===== src/hdl/smon_pkg.sv =====
// Package of constants and types for the supply monitor, status and power sequencer
package smon_pkg;

  localparam logic [7:0] BASE_BLOCKING_HI = 8'h02;
  localparam logic [7:0] BASE_NONBLOCK_HI = 8'h03;
  localparam logic [7:0] OFF_ISR_LO = 8'h00;
  localparam logic [7:0] OFF_ISR_HI = 8'h01;
  localparam logic [7:0] OFF_VCR = 8'h04;
  localparam logic [7:0] OFF_VSR = 8'h05;

  localparam int NUM_WARN = 5;
  localparam int BIT_REG_OV = 4;
  localparam int BIT_HOT = 3;
  localparam int BIT_HIGH_VOLT = 2;
  localparam int BIT_LOW_VOLT = 1;
  localparam int BIT_LOW_BATT = 0;
  localparam int ISR_SUPPLY_BIT = 0;

  localparam logic [4:0] VCR_RESET = 5'h00;
  localparam logic [7:0] RDATA_RESET = 8'h00;

  typedef enum {
    SMON_REG_NONE,
    SMON_REG_ISR_LO,
    SMON_REG_ISR_HI,
    SMON_REG_VCR,
    SMON_REG_VSR
  } smon_reg_e;

  // One register access from the die-to-die target, one cycle wide
  typedef struct packed {
    logic [15:0] addr;
    logic wr;
    logic rd;
    logic [7:0] wdata;
  } smon_bus_req_s;

  // Live comparator outputs from the analog side
  typedef struct packed {
    logic core_overvolt;
    logic io_overvolt;
    logic hot_cond;
    logic high_volt_cond;
    logic low_volt_cond;
    logic low_batt_cond;
  } smon_sense_s;

  // Threshold comparators that steer the power sequence
  typedef struct packed {
    logic io_supply_ok;
    logic core_supply_ok;
  } smon_rail_s;

endpackage : smon_pkg


===== src/hdl/smon_flag_bank.sv =====
// Latched supply warning flags with edge set and clear on status read
`timescale 1ns/1ps
module smon_flag_bank #(
  parameter int WIDTH = 5
) (
  // Clock and reset
  input wire logic mclk,
  input wire logic reset,
  // Conditions and controls
  input wire logic [WIDTH-1:0] cond,
  input wire logic [WIDTH-1:0] enable,
  input wire logic clear,
  // Flags
  output logic [WIDTH-1:0] flags
);
  import smon_pkg::*;

  logic [WIDTH-1:0] cond_prev_r;
  logic [WIDTH-1:0] flag_r;
  logic [WIDTH-1:0] flag_nxt;

  genvar i;
  generate
    for (i = 0; i < WIDTH; i++) begin : g_flag
      // A new event in the clearing cycle is kept
      always_comb begin
        flag_nxt[i] = (cond[i] & ~cond_prev_r[i] & enable[i]) | (flag_r[i] & ~clear);
      end
    end
  endgenerate

  always_ff @(posedge mclk) begin
    if (reset) begin
      cond_prev_r <= '0;
      flag_r <= '0;
    end else begin
      cond_prev_r <= cond;
      flag_r <= flag_nxt;
    end
  end

  assign flags = flag_r;

endmodule : smon_flag_bank


===== src/hdl/smon_pwr_seq.sv =====
// Core regulator and reset output sequencing against the I/O supply
`timescale 1ns/1ps
module smon_pwr_seq (
  // Clock and reset
  input wire logic mclk,
  input wire logic reset,
  // Rail comparators
  input wire smon_pkg::smon_rail_s rail,
  // Regulator and reset controls
  output logic core_reg_en,
  output logic core_discharge,
  output logic reset_out_n
);
  import smon_pkg::*;

  typedef enum {SEQ_OFF, SEQ_RAMP, SEQ_RUN} smon_seq_e;

  smon_seq_e state_r;
  smon_seq_e state_nxt;
  logic en_nxt;
  logic dis_nxt;
  logic rst_n_nxt;
  logic en_r;
  logic dis_r;
  logic rst_n_r;

  always_comb begin
    state_nxt = state_r;
    case (state_r)
      SEQ_OFF: if (rail.io_supply_ok) state_nxt = SEQ_RAMP;
      SEQ_RAMP: if (rail.core_supply_ok) state_nxt = SEQ_RUN;
      SEQ_RUN: if (!rail.core_supply_ok) state_nxt = SEQ_RAMP;
      default: state_nxt = SEQ_OFF;
    endcase
    if (!rail.io_supply_ok) state_nxt = SEQ_OFF;
    en_nxt = (state_nxt != SEQ_OFF);
    dis_nxt = (state_nxt == SEQ_OFF);
    rst_n_nxt = (state_nxt == SEQ_RUN);
  end

  always_ff @(posedge mclk) begin
    if (reset) begin
      state_r <= SEQ_OFF;
      en_r <= 1'b0;
      dis_r <= 1'b1;
      rst_n_r <= 1'b0;
    end else begin
      state_r <= state_nxt;
      en_r <= en_nxt;
      dis_r <= dis_nxt;
      rst_n_r <= rst_n_nxt;
    end
  end

  assign core_reg_en = en_r;
  assign core_discharge = dis_r;
  assign reset_out_n = rst_n_r;

endmodule : smon_pwr_seq


===== src/hdl/smon_top.sv =====
// Supply monitor register bank, warning flags, interrupt line and power sequencer
`timescale 1ns/1ps
module smon_top (
  // Clock and reset
  input wire logic mclk,
  input wire logic reset,
  // Register access from the die-to-die target
  input wire smon_pkg::smon_bus_req_s bus_req,
  output logic [7:0] bus_rdata,
  output logic bus_rvalid,
  // Analog comparators and mode
  input wire smon_pkg::smon_sense_s sense,
  input wire smon_pkg::smon_rail_s rail,
  input wire logic normal_mode,
  // Power and interrupt outputs
  output logic core_reg_en,
  output logic core_discharge,
  output logic reset_out_n,
  output logic die_link_irq_out
);
  import smon_pkg::*;

  // Both address windows alias the same registers
  function automatic smon_reg_e smon_decode(input logic [15:0] addr);
    smon_reg_e r;
    r = SMON_REG_NONE;
    if (addr[15:8] == BASE_BLOCKING_HI || addr[15:8] == BASE_NONBLOCK_HI) begin
      case (addr[7:0])
        OFF_ISR_LO: r = SMON_REG_ISR_LO;
        OFF_ISR_HI: r = SMON_REG_ISR_HI;
        OFF_VCR: r = SMON_REG_VCR;
        OFF_VSR: r = SMON_REG_VSR;
        default: r = SMON_REG_NONE;
      endcase
    end
    return r;
  endfunction : smon_decode

  smon_reg_e acc_reg;
  logic wr_vcr;
  logic rd_vsr;

  logic [4:0] enables_r;
  logic [4:0] enables_nxt;
  logic [NUM_WARN-1:0] cond;
  logic [NUM_WARN-1:0] flags;
  logic supply_irq_summary;

  logic [7:0] rdata_r;
  logic [7:0] rdata_nxt;
  logic rvalid_r;
  logic rvalid_nxt;
  logic irq_r;
  logic irq_nxt;

  // Named enable bits
  logic reg_overvolt_irq_en;
  logic hot_irq_en;
  logic high_volt_irq_en;
  logic low_volt_irq_en;
  logic low_batt_irq_en;

  assign reg_overvolt_irq_en = enables_r[BIT_REG_OV];
  assign hot_irq_en = enables_r[BIT_HOT];
  assign high_volt_irq_en = enables_r[BIT_HIGH_VOLT];
  assign low_volt_irq_en = enables_r[BIT_LOW_VOLT];
  assign low_batt_irq_en = enables_r[BIT_LOW_BATT];

  // Live warning conditions in status register order
  always_comb begin
    cond = '0;
    cond[BIT_REG_OV] = sense.core_overvolt | sense.io_overvolt;
    cond[BIT_HOT] = sense.hot_cond;
    cond[BIT_HIGH_VOLT] = sense.high_volt_cond;
    cond[BIT_LOW_VOLT] = sense.low_volt_cond;
    cond[BIT_LOW_BATT] = sense.low_batt_cond;
  end

  // Access decode
  always_comb begin
    acc_reg = smon_decode(bus_req.addr);
    wr_vcr = bus_req.wr && (acc_reg == SMON_REG_VCR);
    rd_vsr = bus_req.rd && (acc_reg == SMON_REG_VSR);
  end

  // Enable register: upper bits are not stored and read as zero
  always_comb begin
    enables_nxt = enables_r;
    if (wr_vcr) begin
      enables_nxt[BIT_REG_OV] = bus_req.wdata[BIT_REG_OV];
      enables_nxt[BIT_HOT] = bus_req.wdata[BIT_HOT];
      enables_nxt[BIT_HIGH_VOLT] = bus_req.wdata[BIT_HIGH_VOLT];
      enables_nxt[BIT_LOW_VOLT] = bus_req.wdata[BIT_LOW_VOLT];
      enables_nxt[BIT_LOW_BATT] = bus_req.wdata[BIT_LOW_BATT];
    end
  end

  always_ff @(posedge mclk) begin
    if (reset) begin
      enables_r <= VCR_RESET;
    end else begin
      enables_r <= enables_nxt;
    end
  end

  // Per-warning flags, each gated by its own enable
  smon_flag_bank #(
    .WIDTH(NUM_WARN)
  ) u_flags (
    .mclk(mclk),
    .reset(reset),
    .cond(cond),
    .enable(enables_r),
    .clear(rd_vsr),
    .flags(flags)
  );

  assign supply_irq_summary = |flags;

  // Read data, interrupt line
  always_comb begin
    rdata_nxt = rdata_r;
    rvalid_nxt = bus_req.rd;
    if (bus_req.rd) begin
      rdata_nxt = 8'h00;
      case (acc_reg)
        SMON_REG_ISR_LO: rdata_nxt[ISR_SUPPLY_BIT] = supply_irq_summary;
        SMON_REG_ISR_HI: rdata_nxt = 8'h00;
        SMON_REG_VCR: rdata_nxt[4:0] = enables_r;
        SMON_REG_VSR: rdata_nxt[4:0] = cond;
        default: rdata_nxt = 8'h00;
      endcase
    end
    // Line falls once the status read has cleared the flags
    irq_nxt = normal_mode && supply_irq_summary;
  end

  always_ff @(posedge mclk) begin
    if (reset) begin
      rdata_r <= RDATA_RESET;
      rvalid_r <= 1'b0;
      irq_r <= 1'b0;
    end else begin
      rdata_r <= rdata_nxt;
      rvalid_r <= rvalid_nxt;
      irq_r <= irq_nxt;
    end
  end

  assign bus_rdata = rdata_r;
  assign bus_rvalid = rvalid_r;
  assign die_link_irq_out = irq_r;

  smon_pwr_seq u_seq (
    .mclk(mclk),
    .reset(reset),
    .rail(rail),
    .core_reg_en(core_reg_en),
    .core_discharge(core_discharge),
    .reset_out_n(reset_out_n)
  );
endmodule : smon_top


===== config.mk =====
export PLATFORM = sky130hd
export DESIGN_NAME = smon_top
export DESIGN_NICKNAME = d
export VERILOG_FILES = /design/src/hdl/smon_pkg.sv /design/src/hdl/smon_flag_bank.sv /design/src/hdl/smon_pwr_seq.sv /design/src/hdl/smon_top.sv
export SDC_FILE = /design/constraint.sdc
export NUM_CORES = 1
export LEC_CHECK = 0
export BUFFER_PORTS_ARGS = -buffer_cell sky130_fd_sc_hd__buf_2
export CORE_UTILIZATION = 45
export CTS_CLUSTER_DIAMETER = 100
export CTS_CLUSTER_SIZE = 12
export DETAILED_ROUTE_END_ITERATION = 6
export GPL_ROUTABILITY_DRIVEN = 0
export GPL_TIMING_DRIVEN = 0
export MAX_ROUTING_LAYER = met4
export PLACE_DENSITY = 0.7
export SKIP_CTS_REPAIR_TIMING = 1
export SLEW_MARGIN = 40
export SYNTH_ARGS = -nofsm -noshare
export SYNTH_HDL_FRONTEND = slang
export SYNTH_SLANG_ARGS = --single-unit

===== constraint.sdc =====
create_clock -name mclk -period 2.6 [get_ports mclk]
set_clock_uncertainty 0.15 [all_clocks]
set_input_delay 0.26 -clock mclk [delete_from_list [all_inputs] [get_ports mclk]]
set_output_delay 0.26 -clock mclk [all_outputs]
set_load 0.02 [all_outputs]

==> flow_summary.ini <==
[power_and_ir_drop]
ir_drop_v = 0.000435
power_frac_comb_pct = 4.1
powerDensity_nw_per_um2 = 802
swShare_pct = 19.1
seqPwrFrac_pct = 45.9
switchingPower_mw = 0.380
power_frac_clock_pct = 49.9
p_leak_nw = 1.08
p_total_mw = 1.98
p_int_mw = 1.60

[synthesis]
synth_enable_flop_cells = 0
synth_commonest_cells = 57 x dfxtp_1, 10 x nand2b_1, 8 x mux2i_1, 8 x nor4_1, 6 x nor2_1
synth_top_area_share_pct = 62.0
netlist_instances = 157
yosys_warnings = 0
ys_ff_latch = 57
syn_area_per_cell_sq_um = 11.7
yosysSeqAreaShare_pct = 62.0
synthArstFlopShare_pct = 0
post-synth-top-count-cell = dfxtp_1
ys.flop_type = dfxtp_1
syn_area_sq_um = 1840
synth_top_area_cell = dfxtp_1
ys_types = 37
yosys-top-cells-area = dfxtp_1 62%, mux2i_1 4.3%, nand2b_1 3.4%, nor4_1 2.7%, a311oi_1 2.4%

[timing]
fin_crit_ns = 1.68
report.final.slew_viol_count = 0
tns_ns = 0
rsz0062_at_grt = false
tightest_slew_ns = 0.492
setup_ws_ns = 0.917
fmax_mhz = 594
fin_hold_ws_ns = 0.0417
hold_viol_final = 0
setup_violations = 0
relSlewSlack_pct = 67.0
timing.final.crit_share_pct = 64.7

[global_route]
grt_start_max_net_pins = 11
antenna_found_initial = 0
grt_pass1_wl_um = 5550
grtUsageTotal_pct = 18.1
grt_pass1_vias = 1323
grt-ovfl-total = 0

[floorplanning]
die_w_um = 66.0
pin_count = 50
rows = 22
start_util_pct = 48.5
die_h_um = 66.0
coreArea_sq_um = 3800
dieArea_sq_um = 4350

[drt]
firstDrtPassIters = 4
viasPerCell = 4.72
drc = 0
ant_nets = 0
vias = 1388
wl_per_cell_um = 11.1
drt_wl_total_um = 3250
drtIter0Drc = 91

[worst_hold_path]
hold_path.startpoint = bus_req[1]
hold_path_class = primary input to flop

[critical_path]
cpMaxStageDelayCell = or4_1
cp-end-kind = flop
path_cells = or4_1 -> or3_1 -> a32o_1
crit_required_ns = 2.67
reg2reg_from = u_flags.flags[0]$_SDFF_PP0_
critical_path.max_fanout = 2
r2r_setup_slack_ns = 0.92
timing.critical_path.from = u_flags.flags[0]$_SDFF_PP0_
slowest_delay_ns = 0.56
start_kind = flop
setup.worst_path.class = flop to flop
crit_arrival_ns = 1.75

[layout]
ff_latch_area_sq_um = 1140
drive_gt1_share_pct = 27.6
syn_to_final_growth_pct = 34.2
fin_util_pct = 65.1
final_nets = 278
final_area_sq_um = 2470
fillers = 327
multi_input_area_sq_um = 767
instances_no_fill = 294
antenna_cells = 0

[placement]
hpwl_um = 2370
dp_slack_ns = 0.645
placed_cells = 278
placed_area_sq_um = 2230
port_buffers = 41

[clock_tree]
htree_levels = 3
path_clk_slew_ns = 0.06
cts_made_buffers = 9
cts_buffer_depth = 2
clock-sinks = 57
cts_tree = built
cts.root.buffer_cell = clkbuf_8
clk_latency_ns = 0.32

[outcome]
status = finished clean

[flow_run]
drv_cap = 0
==> final cells by class <==
type	instances	share of cell area, %
buffer	6	1.42
clock buffer	11	5.72
clock inverter	5	4.15
inverter	5	0.759
multi-input combinational	121	31.0
sequential	57	46.2
tap	48	2.43
timing repair buffer	41	8.30
==> power by group through the flow <==
stage / logic (mW) / clock network (mW) / registers [mW]
4_1_cts: 0.0815 / 1.01 / 0.911
3_5_place_dp: 0.0809 / 0 / 0.930
5_1_grt: 0.0924 / 1.05 / 0.913
6_report: 0.0823 / 0.990 / 0.911
3_3_place_gp: 0.0803 / 0 / 0.930
2_1_floorplan: 0.0447 / 0 / 0.930
==> registers in the layout (all words and copies together), names as in the netlist <==
signal	flops
u_seq.state_r	32
enables_r	5
u_seq.core_reg_en	1
u_seq.reset_out_n	1
u_flags.flags	5
bus_rvalid	1
u_flags.cond_prev_r	5
die_link_irq_out	1
u_seq.core_discharge	1
bus_rdata	5
==> worst max-delay path: cells and delay by family (launching register included) <==
family,cells,cell delay (ns)
AO/OA/AOI/OAI,1,0.24
flip-flops,1,0.31
AND/OR/NAND/NOR,2,0.88
==> per-layer routing <==
metal  track usage, %  wire [um]  vias to the layer above
met3             5.69        168                        4
met5                -          0                        -
met4             11.2         32                        0
met1             20.5       1480                      642
met2             27.9       1570                       33
li1                 -          -                      709
==> kinds of logic after synthesis <==
family / synth area share, %
simple gates: 21.5
flops: 62.0
compound gates: 8.08
buf+inv: 2.92
mux: 4.35
fa+ha+maj: 0.543
other cells: 0.204
xor+xnor: 0.476
==> cell usage in the layout (no fill, tap or decap), types with 2 or more instances in the layout <==
cell type and count:
nor4_1 8, a31oi_1 5, inv_1 5, nor2b_1 5, mux2i_1 8, nor3_1 3, clkbuf_1 3, nand3_1 5
or4b_4 2, bufinv_16 3, nor2_1 6, buf_2 42, or3_1 2, nand2_1 5, nand2b_1 10, o21ai_1 3
buf_4 3, conb_1 33, or4_4 2, a32o_1 2, dfxtp_1 57, a311oi_1 5, clkbuf_8 10, nand4_1 2
==> final timing paths <==
| path | end | cells past startpoint |
|---|---|---|
| max | bus_rdata[0]$_SDFFE_PP0P_ | 3 |
| max reg2reg | bus_rdata[0]$_SDFFE_PP0P_ | 3 |
| min reg2reg | bus_rdata[2]$_SDFFE_PP0P_ | 2 |
| min | enables_r[1]$_SDFFE_PP0P_ | 3 |
Power figures use the tool's default switching activity.
